[config.mk]
export PLATFORM = sky130hd
export DESIGN_NAME = audio_gain_routing_regs
export DESIGN_NICKNAME = d
export VERILOG_FILES = /design/src/design/audio_gain_routing_pkg.sv /design/src/design/audio_gain_routing_regs.sv
export SDC_FILE = /design/constraint.sdc
export NUM_CORES = 1
export LEC_CHECK = 0
export BUFFER_PORTS_ARGS = -buffer_cell sky130_fd_sc_hd__buf_2
export CORE_UTILIZATION = 33
export DETAILED_ROUTE_END_ITERATION = 16
export PLACE_DENSITY = 0.63
export SYNTH_ARGS = -nofsm -noshare
export SYNTH_HDL_FRONTEND = slang
export SYNTH_SLANG_ARGS = --single-unit
export TNS_END_PERCENT = 1
[constraint.sdc]
create_clock -name i_clk_sys -period 7 [get_ports i_clk_sys]
set_clock_uncertainty 0.1 [all_clocks]
set_input_delay 0.35 -clock i_clk_sys [delete_from_list [all_inputs] [get_ports i_clk_sys]]
set_output_delay 0.35 -clock i_clk_sys [all_outputs]
set_load 0.02 [all_outputs]
[src/design/audio_gain_routing_pkg.sv]
package audio_gain_routing_pkg;

	// Register offsets (8-bit address space)
	localparam logic [7:0] ADDR_INPUT_GAIN     = 8'h1F;
	localparam logic [7:0] ADDR_SPEAKER_ROUTE  = 8'h20;
	// Own register holding the cell and buzzer step-off inputs seen by software
	localparam logic [7:0] ADDR_GAIN_STEP_CTRL = 8'h40;

	// Input gain register field positions
	localparam int CELL_PD_BIT    = 15;
	localparam int CELL_GAIN_LSB  = 8;
	localparam int CELL_FLAG_BIT  = 7;
	localparam int BUZ_PD_BIT     = 6;
	localparam int BUZ_GAIN_LSB   = 2;
	localparam int BUZ_FLAG_BIT   = 1;

	// Speaker routing field positions
	localparam int DIFF_BIT       = 15;
	localparam int DAC_ONE_LSB    = 13;
	localparam int SRC_ONE_LSB    = 9;
	localparam int DAC_TWO_LSB    = 7;
	localparam int SRC_TWO_LSB    = 3;
	localparam int MUTE_ONE_BIT   = 2;
	localparam int MUTE_TWO_BIT   = 1;
	localparam int HP_PROT_BIT    = 0;

	// Step control register field positions
	localparam int CELL_STEP_OFF_BIT = 1;
	localparam int BUZ_STEP_OFF_BIT  = 0;

	// Reset values
	localparam logic [6:0] CELL_GAIN_RESET = 7'h45;
	localparam logic [3:0] BUZ_GAIN_RESET  = 4'hF;
	// Highest effective cell gain code (+12 dB); above it, saturates
	localparam logic [6:0] CELL_GAIN_MAX   = 7'h5D;
	localparam logic [6:0] CELL_GAIN_MIN   = 7'h00;

	// Reference sample period: 48 ksps stepping pace
	localparam int SYS_CLK_HZ     = 100_000_000;
	localparam int FS_REF_HZ      = 48_000;
	localparam int STEP_CYCLES    = SYS_CLK_HZ / FS_REF_HZ;

	// Register write value
	typedef struct packed {
		logic [7:0]  addr;
		logic [15:0] data;
	} reg_access_t;

	// Speaker routing settings per driver
	typedef struct packed {
		logic [1:0] dac_source;
		logic       sidetone;
		logic       buzzer;
		logic       keyclick;
		logic       cell_in;
		logic       mute;
	} out_route_t;

endpackage : audio_gain_routing_pkg

[src/design/audio_gain_routing_regs.sv]
`timescale 1ns/100ps

// What this block does
// - Cell amp powerdown bit resets to 1; 1 powers down, 0 powers up.
// - Seven-bit cell gain, 0.5 dB steps, reset 0 dB; codes above max give 12 dB.
// - With cell AGC on, cell gain field is read-only and returns applied gain.
// - Cell done flag is 1 when applied gain equals setting clamped to max, else 0.
// - With cell AGC on, the flag reports saturation at minimum or maximum gain.
// - Buzzer amp powerdown bit resets to 1; 1 powers down, 0 powers up.
// - Four-bit buzzer gain, reset 1111 is 0 dB, 3 dB per code down.
// - Buzzer done flag is 1 when applied buzzer gain equals setting.
// - Input gain bit zero is reserved, reads 0; software writes 0.
// - Style bit resets 0 single-ended; 1 makes driver one differential.
// - Differential needs both drivers powered, else both are powered down.
// - Two-bit DAC source for driver one: none, left, right, average.
// - Sidetone, buzzer, keyclick, cell input enables for driver one, reset 0.
// - Two-bit DAC source for driver two, single-ended only.
// - Four source enables for driver two, reset 0, single-ended only.
// - Driver one mute resets 1; writing 0 unmutes it.
// - Driver two mute resets 1; writing 0 unmutes, single-ended only.
// - Write-only headphone protect-off bit resets 0, meaning protection on.
// - Soft-step moves cell gain 0.5 dB, buzzer 3 dB each reference period.
module audio_gain_routing_regs #(
	parameter int STEP_CYCLES = audio_gain_routing_pkg::STEP_CYCLES
) (
	input  wire logic        i_clk_sys,        // System clock, 100 MHz
	input  wire logic        i_rst_n,          // Async reset, active low
	input  wire logic        i_clk_en,         // Freezes all state when low
	input  wire logic [7:0]  i_addr,           // Register address
	input  wire logic [15:0] i_wdata,          // Write data
	input  wire logic        i_wr,             // Write strobe
	input  wire logic        i_rd,             // Read strobe
	output logic      [15:0] o_rdata,          // Read data, cycle after i_rd
	input  wire logic        i_cell_agc_en,    // Cell input AGC enabled
	input  wire logic [6:0]  i_cell_agc_gain,  // Gain applied by AGC loop
	input  wire logic        i_cell_step_off,  // Cell soft-step disabled
	input  wire logic        i_buz_step_off,   // Buzzer soft-step disabled
	input  wire logic        i_one_power_req,  // Driver one powered up
	input  wire logic        i_inv_power_req,  // Inverting driver powered up
	input  wire logic        i_two_power_req,  // Driver two powered up
	output logic             o_cell_amp_powerdown,  // Cell amp power-down
	output logic      [6:0]  o_cell_gain_applied,   // Applied cell gain code
	output logic             o_buzzer_amp_powerdown, // Buzzer amp power-down
	output logic      [3:0]  o_buzzer_gain_applied, // Applied buzzer code
	output logic             o_differential_select, // Differential drive
	output audio_gain_routing_pkg::out_route_t o_route_one, // Driver one
	output audio_gain_routing_pkg::out_route_t o_route_two, // Driver two
	output logic             o_one_power,      // Driver one enabled
	output logic             o_inv_power,      // Inverting driver enabled
	output logic             o_two_power,      // Driver two enabled
	output logic             o_headphone_short_protect_off // Protection off
);

	// Step engine states; one bit differs between them, so the
	// usual idle-move-idle path stays a Gray sequence
	typedef enum logic [1:0] {
		STEP_IDLE = 2'b00,
		STEP_MOVE = 2'b01
	} step_state_t;

	// Software-visible settings of the gain register
	logic        cell_amp_powerdown;
	logic [6:0]  cell_gain_setting;
	logic        buzzer_amp_powerdown;
	logic [3:0]  buzzer_gain_setting;

	// Gains the amplifiers really see
	logic [6:0]  cell_gain_applied;
	logic [3:0]  buzzer_gain_applied;

	// Routing word, stored as written
	logic [15:0] route_reg;

	// Reference period pacing
	logic [15:0] tick_count;
	logic        tick;

	// Decoded write strobes
	logic        wr_gain;
	logic        wr_route;

	// Gain compare and flag terms
	logic [6:0]  cell_target;
	logic        cell_done_flag;
	logic        buzzer_done_flag;
	logic        cell_flag_read;
	logic [6:0]  cell_gain_read;
	logic        cell_saturated;

	// Differential power pairing
	logic        diff_ok;

	// Step engine states
	step_state_t cell_state;
	step_state_t buz_state;

	// Read mux output
	logic [15:0] next_rdata;

	// Write decode; a strobe to any other address is dropped here,
	// so unmapped writes cannot disturb either register

	assign wr_gain  = i_wr && i_addr == audio_gain_routing_pkg::ADDR_INPUT_GAIN;
	assign wr_route = i_wr
		&& i_addr == audio_gain_routing_pkg::ADDR_SPEAKER_ROUTE;

	// Gain register, writable bits; flags and bit zero never stored.
	// The flags are worked out at read time, and bit zero has no
	// storage, so a stray one written there never reads back.
	always_ff @(posedge i_clk_sys or negedge i_rst_n)
	begin
		if (!i_rst_n)
		begin
			cell_amp_powerdown   <= 1'b1;
			cell_gain_setting    <= audio_gain_routing_pkg::CELL_GAIN_RESET;
			buzzer_amp_powerdown <= 1'b1;
			buzzer_gain_setting  <= audio_gain_routing_pkg::BUZ_GAIN_RESET;
		end
		else if (i_clk_en && wr_gain)
		begin
			cell_amp_powerdown <= i_wdata[audio_gain_routing_pkg::CELL_PD_BIT];
			// Gain field is frozen while the AGC loop owns the amplifier
			if (!i_cell_agc_en)
				cell_gain_setting <=
					i_wdata[audio_gain_routing_pkg::CELL_GAIN_LSB +: 7];
			buzzer_amp_powerdown <= i_wdata[audio_gain_routing_pkg::BUZ_PD_BIT];
			buzzer_gain_setting  <=
				i_wdata[audio_gain_routing_pkg::BUZ_GAIN_LSB +: 4];
		end
	end

	// Routing register; every bit resets per its documented value.
	// Bit zero is write-only: it is stored to drive the protection
	// control, but masked from every read.
	always_ff @(posedge i_clk_sys or negedge i_rst_n)
	begin
		if (!i_rst_n)
			route_reg <= 16'h0006;
		else if (i_clk_en && wr_route)
			route_reg <= i_wdata;
	end

	// Reference sample-period tick paces the soft-step.
	// The divider runs free and is not restarted by a write, so the
	// first step after a change lands anywhere within one period.
	// Sixteen bits leave room for faster system clocks.
	always_ff @(posedge i_clk_sys or negedge i_rst_n)
	begin
		if (!i_rst_n)
			tick_count <= 16'h0000;
		else if (i_clk_en)
			tick_count <= tick ? 16'h0000 : tick_count + 16'h0001;
	end
	assign tick = tick_count == 16'(STEP_CYCLES - 1);

	// Codes above the top effective code all behave as +12 dB.
	// The stored code is kept as written so software reads it back;
	// only the step target is clamped.
	assign cell_target =
		(cell_gain_setting > audio_gain_routing_pkg::CELL_GAIN_MAX)
		? audio_gain_routing_pkg::CELL_GAIN_MAX : cell_gain_setting;

	// Cell soft-step: one code (0.5 dB) per tick, or jump when disabled.
	// The idle state costs one cycle of latency, but a fresh target
	// is then always seen whole before the first step.
	always_ff @(posedge i_clk_sys or negedge i_rst_n)
	begin
		if (!i_rst_n)
		begin
			cell_gain_applied <= audio_gain_routing_pkg::CELL_GAIN_RESET;
			cell_state        <= STEP_IDLE;
		end
		else if (i_clk_en)
		begin
			case (cell_state)
				STEP_IDLE:
				begin
					if (cell_gain_applied != cell_target)
						cell_state <= STEP_MOVE;
				end
				STEP_MOVE:
				begin
					if (i_cell_step_off)
						cell_gain_applied <= cell_target;
					else if (tick && cell_gain_applied < cell_target)
						cell_gain_applied <= cell_gain_applied + 7'h01;
					else if (tick && cell_gain_applied > cell_target)
						cell_gain_applied <= cell_gain_applied - 7'h01;
					if (cell_gain_applied == cell_target)
						cell_state <= STEP_IDLE;
				end
				default: cell_state <= STEP_IDLE;
			endcase
		end
	end

	// Buzzer soft-step: one code (3 dB) per tick.
	// Same engine as the cell path; a full sweep of sixteen codes
	// takes fifteen reference periods.
	always_ff @(posedge i_clk_sys or negedge i_rst_n)
	begin
		if (!i_rst_n)
		begin
			buzzer_gain_applied <= audio_gain_routing_pkg::BUZ_GAIN_RESET;
			buz_state           <= STEP_IDLE;
		end
		else if (i_clk_en)
		begin
			case (buz_state)
				STEP_IDLE:
				begin
					if (buzzer_gain_applied != buzzer_gain_setting)
						buz_state <= STEP_MOVE;
				end
				STEP_MOVE:
				begin
					if (i_buz_step_off)
						buzzer_gain_applied <= buzzer_gain_setting;
					else if (tick && buzzer_gain_applied < buzzer_gain_setting)
						buzzer_gain_applied <= buzzer_gain_applied + 4'h1;
					else if (tick && buzzer_gain_applied > buzzer_gain_setting)
						buzzer_gain_applied <= buzzer_gain_applied - 4'h1;
					if (buzzer_gain_applied == buzzer_gain_setting)
						buz_state <= STEP_IDLE;
				end
				default: buz_state <= STEP_IDLE;
			endcase
		end
	end

	// Completion flags follow the comparison, so a changing write drops
	// them at once and they rise only on reaching the new target
	// The flags hold no state, so no set and clear can collide
	assign cell_done_flag   = cell_gain_applied == cell_target;
	assign buzzer_done_flag = buzzer_gain_applied == buzzer_gain_setting;

	// Under AGC the flag shows saturation at either end of the range.
	// The loop's code is taken straight from its port, so the flag
	// and the read gain always agree within one cycle.
	assign cell_saturated =
		i_cell_agc_gain == audio_gain_routing_pkg::CELL_GAIN_MIN
		|| i_cell_agc_gain >= audio_gain_routing_pkg::CELL_GAIN_MAX;
	assign cell_flag_read = i_cell_agc_en ? cell_saturated : cell_done_flag;
	assign cell_gain_read = i_cell_agc_en ? i_cell_agc_gain
		: cell_gain_setting;

	// Read mux; unmapped addresses read zero, write-only bit reads zero.
	// Software can compare a read with what it wrote after masking
	// the reserved, write-only and flag bits, and the cell gain field while AGC is on.
	always_comb
	begin
		next_rdata = 16'h0000;
		case (i_addr)
			audio_gain_routing_pkg::ADDR_INPUT_GAIN:
			begin
				next_rdata = {cell_amp_powerdown, cell_gain_read,
					cell_flag_read, buzzer_amp_powerdown,
					buzzer_gain_setting, buzzer_done_flag, 1'b0};
			end
			audio_gain_routing_pkg::ADDR_SPEAKER_ROUTE:
				next_rdata = {route_reg[15:1], 1'b0};
			// Step modes, so software can see how gains will move
			audio_gain_routing_pkg::ADDR_GAIN_STEP_CTRL:
				next_rdata = {14'h0000, i_cell_step_off, i_buz_step_off};
			default: next_rdata = 16'h0000;
		endcase
	end

	// Read data registered, valid only in the cycle after the strobe.
	// Idle cycles return zero, so a stale word is never mistaken
	// for a fresh answer.
	always_ff @(posedge i_clk_sys or negedge i_rst_n)
	begin
		if (!i_rst_n)
			o_rdata <= 16'h0000;
		else if (i_clk_en)
			o_rdata <= i_rd ? next_rdata : 16'h0000;
	end

	// Differential pair needs both drivers up, otherwise both go down.
	// A lone powered leg would half-drive the receiver load.
	assign diff_ok = i_one_power_req && i_inv_power_req;

	// Drive outputs to the analog side.
	// All controls are registered, so the routing switches see one
	// clean change per write and no decode glitches.
	always_ff @(posedge i_clk_sys or negedge i_rst_n)
	begin
		if (!i_rst_n)
		begin
			o_differential_select <= 1'b0;
			o_route_one           <= '{2'b00, 1'b0, 1'b0, 1'b0, 1'b0, 1'b1};
			o_route_two           <= '{2'b00, 1'b0, 1'b0, 1'b0, 1'b0, 1'b1};
			o_one_power           <= 1'b0;
			o_inv_power           <= 1'b0;
			o_two_power           <= 1'b0;
			o_headphone_short_protect_off <= 1'b0;
		end
		else if (i_clk_en)
		begin
			o_differential_select <= route_reg[audio_gain_routing_pkg::DIFF_BIT];
			o_route_one <= '{route_reg[audio_gain_routing_pkg::DAC_ONE_LSB +: 2],
				route_reg[audio_gain_routing_pkg::SRC_ONE_LSB + 3],
				route_reg[audio_gain_routing_pkg::SRC_ONE_LSB + 2],
				route_reg[audio_gain_routing_pkg::SRC_ONE_LSB + 1],
				route_reg[audio_gain_routing_pkg::SRC_ONE_LSB],
				route_reg[audio_gain_routing_pkg::MUTE_ONE_BIT]};
			// Driver two routing is forced off and muted in differential mode
			if (route_reg[audio_gain_routing_pkg::DIFF_BIT])
				o_route_two <= '{2'b00, 1'b0, 1'b0, 1'b0, 1'b0, 1'b1};
			else
				o_route_two <= '{route_reg[audio_gain_routing_pkg::DAC_TWO_LSB +: 2],
					route_reg[audio_gain_routing_pkg::SRC_TWO_LSB + 3],
					route_reg[audio_gain_routing_pkg::SRC_TWO_LSB + 2],
					route_reg[audio_gain_routing_pkg::SRC_TWO_LSB + 1],
					route_reg[audio_gain_routing_pkg::SRC_TWO_LSB],
					route_reg[audio_gain_routing_pkg::MUTE_TWO_BIT]};

			// Power pairing applies only in differential mode
			if (route_reg[audio_gain_routing_pkg::DIFF_BIT])
			begin
				o_one_power <= diff_ok;
				o_inv_power <= diff_ok;
			end
			else
			begin
				o_one_power <= i_one_power_req;
				o_inv_power <= i_inv_power_req;
			end

			// Driver two power simply follows its request
			o_two_power <= i_two_power_req;
			o_headphone_short_protect_off <=
				route_reg[audio_gain_routing_pkg::HP_PROT_BIT];
		end
	end

	// Power-down bits leave straight from their registers; under the
	// loop the applied code shown is the loop's own
	assign o_cell_amp_powerdown   = cell_amp_powerdown;
	assign o_buzzer_amp_powerdown = buzzer_amp_powerdown;
	assign o_cell_gain_applied    = i_cell_agc_en ? i_cell_agc_gain
		: cell_gain_applied;
	assign o_buzzer_gain_applied  = buzzer_gain_applied;

endmodule : audio_gain_routing_regs

==> impl_metrics.ini, run 1 <==
[status]
status = finished, final reports clean

[min_path]
min_to = route_reg[15]$_DFFE_PN0P_
hold_path.class = in -> reg
hold_depth = 3
min_from = i_wdata[15]

[sta]
fmax_ghz = 0.2929
worst_pin_slew_ns = 0.9360
fin_crit_sh_pct = 48.77
hold_violations = 0
relSlewSlack_pct = 37.54
slew_viol_final = 0
setup_tns_ns = 0
setup_viol = 0
rsz0062_at_grt = false
period_minus_slack_ns = 3.414

[pwr]
switching_power_mw = 0.5064
power_frac_clock_pct = 31.3
vdd_ir_drop_max_uv = 106.2
seqPwrFrac_pct = 43.6
switching_share_pct = 32.29
internal-power_mw = 1.062
p_leak_nw = 2.703
power_density_mw_per_mm2 = 273.3
pwr-share-comb_pct = 25.1

[worst_setup_path]
critPathBufInv = 2
cp_data_required_time_ns = 7.17
reg2reg_from = tick_count[0]$_DFFE_PN0P_
worstPathArrival_ns = 3.58
cp_top_family = simple AND/OR/NAND/NOR gates
cp_slowest_cell = fa_1
reg2reg_depth = 13
cpPeakStageDelay_ns = 0.45
crit-reg2reg-capture = cell_gain_applied[6]$_DFFE_PN1P_
cp_common_cell = inv_1
cp_cell_sequence = inv_1, ha_1, nor4bb_1, and4_1, nor3b_2, inv_1, fa_1, a211oi_1, o21bai_1, a21oi_1, xnor2_1, nor4_1, nor3_1
critical_path_class = reg -> reg
critPathCaptureType = flip-flop
startpoint_type = flip-flop
regToRegSetupSlack_ns = 3.59
crit_fanout = 10

[synth]
synth_area_sq_mm = 0.004855
ys_seq_elements = 93
syn_area_per_cell_sq_um = 10.31
netlist_instances = 471
ys.flop_type = dfrtp_1
synth_edf_count = 0
ys_seq_area_share_pct = 48.45
async_flop_share_pct = 100.0
yosysUniqueCellTypes = 56
syn-num-nets = 535
ys_warn_count = 0

[clocking]
cts_tree = built
root_buffer = clkbuf_16
cts-buffers-inserted = 9
clock_sinks = 93
h-tree-depth = 3
cts_buffer_depth = 2
cts_repair_resize_count = 0
hold_buffers = 1
post_cts_buffers = 0
clock_latency_ns = 0.35
clk_pin_slew_worst_paths_ns = 0.07

[floorplan]
rows = 43
initial_core_util_pct = 34.44
die_w_microns = 123.3
coreArea_sq_mm = 0.01410
dieArea_sq_mm = 0.01520
die_h_microns = 123.3
ios = 90

[routing]
wirelength_microns = 11730
drcViolationCount = 0
viasPerCell = 5.131
antenna_left = 0
wl_per_cell_microns = 15.88
vias = 3792
drt_iter0_drc = 205
dr.pass1.iters = 4

[cells_and_area]
register_area_sq_mm = 0.002352
syn_to_final_growth_pct = 18.22
mostFrequentLayoutCell = buf_2
antennaDiodeCount = 0
final_nets = 618
finalInstanceArea_sq_mm = 0.005739
layout-drive-gt1-share_pct = 30.23
multi_input_area_sq_mm = 0.002226
fillers = 1399
layout_common_cells = 88 x buf_2, 73 x dfrtp_1, 43 x nand2_1

[placement]
gp_congestion = 0.8605
portBuffers = 89
place_area_sq_mm = 0.005435
dp_hpwl_microns = 8407

[global_routing]
grt_max_degree = 73
grt.total_usage_pct = 16.68
antenna_found_initial = 0
gr-total-overflow = 0
grt_pass1_wl_microns = 19250
grt_pass1_vias = 3774

[flow_run]
maxCapViolations = 0
## worst max-delay path by stage
stage,from,end,cells past startpoint
6_report,tick_count[0]$_DFFE_PN0P_,cell_gain_applied[6]$_DFFE_PN1P_,13
5_1_grt,tick_count[0]$_DFFE_PN0P_,cell_gain_applied[6]$_DFFE_PN1P_,13
4_1_cts,tick_count[0]$_DFFE_PN0P_,cell_gain_applied[6]$_DFFE_PN1P_,13
3_5_place_dp,tick_count[0]$_DFFE_PN0P_,cell_gain_applied[6]$_DFFE_PN1P_,13
3_3_place_gp,tick_count[0]$_DFFE_PN0P_,cell_gain_applied[6]$_DFFE_PN1P_,13
2_1_floorplan,cell_gain_setting[2]$_DFFE_PN1P_,cell_gain_applied[6]$_DFFE_PN1P_,15
## cell type report
cell class	count	area share [%]
well taps	180	3.924
multi-input cells	314	38.78
clock inverters	4	0.8284
clock buffers	12	4.295
repair buffers	93	8.371
flip-flops and latches	93	40.99
inverters	43	2.812
## layer usage
layer	vias to the layer above	GRT usage (%)	wire length [microns]
met5	-	0	0
met4	0	8.057	276
met3	16	3.967	601
met2	99	25.94	5481
met1	1841	21.77	5374
li1	1836	-	-
## tightest hold or removal path, cell delays in order
cell     delay (ns)
buf_2          0.09
nand2_1        0.04
o21ai_0        0.06
## cells in the mapped netlist (all sizes together) (4+ instances only)
library cell	number	area [sq um]
a31o	6	52.55
a22oi	13	97.59
nand4	8	50.05
clkbuf	11	41.29
inv	41	153.9
mux2	32	390.4
o211ai	5	37.54
buf	10	82.57
nand3	12	60.06
a21oi	24	120.1
nor2	24	90.09
o22ai	14	87.58
o21ai	40	200.2
nand2	43	161.4
and3	7	48.80
dfstp	20	525.5
ha	20	250.2
dfrtp	73	1827
nor2b	8	50.05
xor2	6	52.55
xnor2	13	113.9
nor3	4	20.02
## cells by family (layout without fill, tap and decap cells)
logic type / after synthesis / count (layout) / synth area share, %
AOI/OAI and AO/OA: 116 / 116 / 15.03
xor gates and xnor gates: 19 / 19 / 3.428
adders and majority gates: 22 / 22 / 5.979
buffers and inverters: 64 / 152 / 5.876
DFF: 93 / 93 / 48.45
muxes: 34 / 34 / 8.454
and+or+nand+nor: 123 / 123 / 12.78
## power groups by stage
stage / sequential [mW] / clock (mW) / combinational [mW]
final: 0.684 / 0.491 / 0.394
after global routing: 0.693 / 0.526 / 0.443
after CTS: 0.684 / 0.504 / 0.396
after detailed placement: 0.692 / 0 / 0.394
after global placement: 0.689 / 0 / 0.376
after floorplan: 0.688 / 0 / 0.268
## stage by stage
stage | hold WS [ns] | worst slack, ns | total power, mW | util (%) | cells
after floorplan | -0.04559 | 3.938 | 0.9557 | - | 471
after global placement | 0.1599 | 3.729 | 1.065 | 38.56 | 722
after detailed placement | 0.1688 | 3.620 | 1.085 | 38.56 | 722
after CTS | 0.1107 | 3.579 | 1.584 | 40.72 | 739
after global routing | 0.1288 | 3.219 | 1.662 | 40.72 | 739
final | 0.1255 | 3.586 | 1.569 | 40.72 | 739
Power figures use the tool's default switching activity.
==> run 2: changes to the inputs <==
clock period = 3.3 ns   (was 7 ns; I/O delays follow)
==> impl_metrics.ini, run 2 (synthesis results as in run 1) <==
[placement]
placed_cells = 726
post-place-ws_ns = -0.1462
place_area_sq_mm = 0.005478
gp_congestion = 0.8488
dp_hpwl_microns = 8605
portBuffers = 89

[routing]
vias = 3971
antenna_left = 0
drt_iter0_drc = 254
drcViolationCount = 0
viasPerCell = 5.157
wirelength_microns = 12480
dr.pass1.iters = 5
wl_per_cell_microns = 16.21

[floorplan]
initial_core_util_pct = 34.44
die_h_microns = 123.3
ios = 90
dieArea_sq_mm = 0.01520
rows = 43
coreArea_sq_mm = 0.01410
die_w_microns = 123.3

[worst_setup_path]
critPathCaptureType = flip-flop
startpoint_type = flip-flop
cp_data_required_time_ns = 3.47
reg2reg_from = cell_gain_setting[6]$_DFFE_PN1P_
cp_common_cell = a21oi_2
worstPathArrival_ns = 3.49
cpPeakStageDelay_ns = 0.61
critical_path_class = reg -> reg
crit_fanout = 6
startpoint = cell_gain_setting[6]$_DFFE_PN1P_
cp_slowest_cell = dfstp_2
cp_cell_sequence = a21oi_2, ha_1, a21oi_2, o21ai_2, nor3b_2, inv_2, ha_1, o21ai_0, o21bai_1, a21oi_2, xnor2_2, a22o_1, nor3_2

[sta]
slew_viol_final = 0
setup_ws_ns = -0.02606
period_minus_slack_ns = 3.326
whs_ns = 0.03408
worst_pin_slew_ns = 1.002
relSlewSlack_pct = 33.13
fin_crit_sh_pct = 100.8
hold_violations = 0
fmax_ghz = 0.3007
setup_tns_ns = -0.02606
rsz0062_at_grt = true
setup_viol = 1

[clocking]
root_buffer = clkbuf_16
cts_tree = built
cts-buffers-inserted = 9
clk_pin_slew_worst_paths_ns = 0.07
clock_latency_ns = 0.34
clock_sinks = 93
h-tree-depth = 3
cts_buffer_depth = 2

[global_routing]
antenna_found_initial = 0
grt_pass1_vias = 3869
grt.total_usage_pct = 16.97
grt_pass1_wl_microns = 19780
grt_max_degree = 90
gr-total-overflow = 0

[cells_and_area]
syn_to_final_growth_pct = 26.68
register_area_sq_mm = 0.002354
antennaDiodeCount = 0
final_cell_count_no_fill = 770
finalInstanceArea_sq_mm = 0.006150
final_nets = 649
mostFrequentLayoutCell = buf_2
layout-drive-gt1-share_pct = 34.07
postLayoutCoreUtil_pct = 43.63
layout_common_cells = 88 x buf_2, 72 x dfrtp_1, 41 x nand2_1
fillers = 1371
multi_input_area_sq_mm = 0.002330

[status]
violations = setup timing
status = finished with violations

[pwr]
total_power_mw = 3.500
p_leak_nw = 2.854
vdd_ir_drop_max_uv = 282.2
power_density_mw_per_mm2 = 569.1

[flow_run]
maxCapViolations = 0

[min_path]
hold_path.class = in -> reg
min_from = i_rd
## run 2: changes by cell type in the layout (fill, tap and decap cells not counted), moves of 3 or more
| cell | before | now |
|---|---|---|
| dlygate4sd3_1 | 1 | 21 |
| buf_4 | 4 | 14 |
| a21oi_1 | 24 | 16 |
| a21oi_2 | 0 | 7 |
| ha_1 | 20 | 17 |
| ha_4 | 0 | 3 |
## run 2: power by group
part           switching [mW]  internal (mW)
registers               0.156           1.30
clock network           0.437          0.630
logic                   0.548          0.432
total                    1.14           2.36
## run 2: final cells by class
type,instances,area share (%)
Clock buffer,13,4.232
Sequential cell,93,38.27
Clock inverter,3,0.7121
Inverter,43,2.625
Timing Repair Buffer,124,12.61
Tap cell,180,3.662
Multi-Input combinational cell,314,37.88
## run 2: worst paths after layout
kind	cells after the start	to	slack [ns]
max	13	cell_gain_applied[6]$_DFFE_PN1P_	-0.03
min	3	o_rdata[0]$_DFFE_PN0P_	0.03
max reg2reg	13	cell_gain_applied[6]$_DFFE_PN1P_	-0.03
min reg2reg	1	tick_count[15]$_DFFE_PN0P_	0.37
max in group asynchronous	3	cell_gain_setting[5]$_DFFE_PN0P_	2.34
min in group asynchronous	2	o_route_two[2]$_DFFE_PN0P_	0.07
## run 2: routing by layer
| layer | wire length, microns | GRT usage [%] | part of all wire (%) |
|---|---|---|---|
| met4 | 310 | 6.024 | 2.5 |
| met3 | 565 | 3.921 | 4.5 |
| met1 | 5775 | 23.19 | 46 |
| met2 | 5833 | 26.22 | 47 |
| met5 | 0 | 0 | 0 |
## run 2: critical path: cells and delay by family, from the launching register on
kind | cells | cell delay, ns
compound gates | 7 | 1.24
xor+xnor | 1 | 0.11
fa+ha+maj | 2 | 0.70
buf+inv | 1 | 0.11
flops | 1 | 0.61
simple gates | 2 | 0.38
## run 2: repair_timing
| item | CTS | global route |
|---|---|---|
| pin swaps | 1 | 14 |
| endpoints found under the hold margin | 105 | 0 |
| hold buffers | 21 | 0 |
| resized for setup | 3 | 20 |
| setup endpoints to repair | 1 | 3 |
| setup buffers | 1 | 6 |
==> run 3: changes to the inputs <==
CORE_UTILIZATION = 42   (was 33)
PLACE_DENSITY = 0.74   (was 0.63)
==> impl_metrics.ini, run 3 (synthesis results as in run 1) <==
[status]
status = finished with violations
violations = setup timing

[sta]
worst_pin_slew_ns = 0.9399
rsz0062_at_grt = true
whs_ns = 0.0002156
fmax_ghz = 0.2918
relSlewSlack_pct = 37.28
setup_ws_ns = -0.1265
slew_viol_final = 0
setup_viol = 2
hold_violations = 0
period_minus_slack_ns = 3.426
fin_crit_sh_pct = 103.8

[clocking]
cts_buffer_depth = 2
cts_tree = built
h-tree-depth = 3
clock_latency_ns = 0.35
clock_sinks = 93
root_buffer = clkbuf_16
clk_pin_slew_worst_paths_ns = 0.07
cts-buffers-inserted = 9

[worst_setup_path]
crit-reg2reg-capture = cell_gain_applied[6]$_DFFE_PN1P_
startpoint_type = flip-flop
startpoint = cell_gain_setting[5]$_DFFE_PN0P_
crit_fanout = 6
critPathCaptureType = flip-flop
regToRegSetupSlack_ns = -0.13
cp_data_required_time_ns = 3.47
reg2reg_depth = 15
critical_path_class = reg -> reg
reg2reg_from = cell_gain_setting[5]$_DFFE_PN0P_
worstPathArrival_ns = 3.59

[pwr]
seqPwrFrac_pct = 41.7
pwr-share-comb_pct = 29.3
power_density_mw_per_mm2 = 570.8
vdd_ir_drop_max_uv = 250.8
total_power_mw = 3.472
p_leak_nw = 2.864
internal-power_mw = 2.267
power_frac_clock_pct = 29.1
switching_power_mw = 1.205
switching_share_pct = 34.70

[placement]
place_area_sq_mm = 0.005423
portBuffers = 89
gp_congestion = 0.8452
post-place-ws_ns = -0.09758
dp_hpwl_microns = 8315
placed_cells = 687

[routing]
wl_per_cell_microns = 17.10
antenna_left = 0
drt_iter0_drc = 334
dr.pass1.iters = 6
viasPerCell = 5.510
vias = 4044
drcViolationCount = 0
wirelength_microns = 12560

[cells_and_area]
final_cell_count_no_fill = 734
layout-drive-gt1-share_pct = 35.02
syn_to_final_growth_pct = 25.28
mostFrequentLayoutCell = buf_2
layout_common_cells = 88 x buf_2, 72 x dfrtp_1, 40 x inv_1, 40 x nand2_1, 39 x o21ai_0
final_nets = 653
finalInstanceArea_sq_mm = 0.006082
antennaDiodeCount = 0

[global_routing]
grt.total_usage_pct = 21.23
grt_pass1_vias = 3905
gr-total-overflow = 0
grt_max_degree = 73
grt_pass1_wl_microns = 19310
antenna_found_initial = 0

[min_path]
hold_depth = 3
hold_path.class = in -> reg
min_to = o_inv_power$_DFFE_PN0P_
min_from = i_inv_power_req

[floorplan]
coreArea_sq_mm = 0.01103
ios = 90
rows = 38
die_w_microns = 109.5
die_h_microns = 109.5
initial_core_util_pct = 44.01
dieArea_sq_mm = 0.01199

[flow_run]
maxCapViolations = 0
-- run 3: cell count changes in the layout (fill, tap and decap cells not counted), moves of 2 or more --
cell           before  now
ha_4                3    1
dlygate4sd3_1      21   19
inv_8               0    3
clkbuf_8            2    0
buf_4              14   20
clkinvlp_4          0    2
clkbuf_1            2    0
-- run 3: layout make-up --
| type | instances | area, sq um |
|---|---|---|
| Clock buffer | 9 | 225.2 |
| Clock inverter | 7 | 66.31 |
| Fill cell | 974 | 4949 |
| Inverter | 43 | 161.4 |
| Multi-Input combinational cell | 314 | 2308 |
| Sequential cell | 93 | 2354 |
| Tap cell | 140 | 175.2 |
| Timing Repair Buffer | 128 | 792.0 |
-- run 3: how the worst max path moves through the flow --
stage | end | slack (ns)
after floorplan | cell_gain_applied[6]$_DFFE_PN1P_ | 0.24
after global placement | cell_gain_applied[6]$_DFFE_PN1P_ | 0.08
after detailed placement | cell_gain_applied[6]$_DFFE_PN1P_ | -0.1
after CTS | cell_gain_applied[6]$_DFFE_PN1P_ | 0.01
after global routing | cell_gain_applied[6]$_DFFE_PN1P_ | -0.20
final | cell_gain_applied[6]$_DFFE_PN1P_ | -0.13
-- run 3: power by group through the flow --
stage	clock [mW]	combinational [mW]	sequential (mW)
6_report	1.01	1.02	1.45
5_1_grt	1.07	1.11	1.46
4_1_cts	1.02	0.899	1.44
3_5_place_dp	0	0.869	1.46
3_3_place_gp	0	0.820	1.45
2_1_floorplan	0	0.569	1.46
-- run 3: timing repair --
| item | in CTS | in global routing |
|---|---|---|
| hold buffers | 19 | 0 |
| buffers inserted | 0 | 12 |
| endpoints found under the setup margin | 2 | 4 |
| pin swaps | 0 | 16 |
| endpoints found under the hold margin | 89 | 0 |
| resized for setup | 2 | 21 |
| gates cloned | 0 | 0 |
-- run 3: stage by stage --
step / util, % / setup TNS (ns)
global route: 55.14 / -0.4820
global placement: 49.16 / 0
finish: 55.14 / -0.1268
CTS: 53.57 / 0
detailed placement: 49.16 / -0.09758
floorplan: - / 0
-- run 3: layer usage --
metal	track usage, %	wire length [microns]	up-vias
met2	34.41	5984	164
met4	8.571	398	0
met3	4.268	866	32
li1	-	-	1896
met5	0	0	-
met1	27.89	5306	1952
-- run 3: critical path, stage by stage, from the launching register on --
cell and delay (ns):
dfrtp_2 0.46, a41o_1 0.24, nand2_2 0.10, nand2_4 0.07, ha_4 0.22, nand3b_1 0.16
a21oi_2 0.09, nor3b_2 0.29, inv_2 0.14, fa_2 0.41, a211oi_2 0.27, o21bai_1 0.10
a21oi_2 0.18, xnor2_2 0.11, a22o_1 0.21, nor3_1 0.18
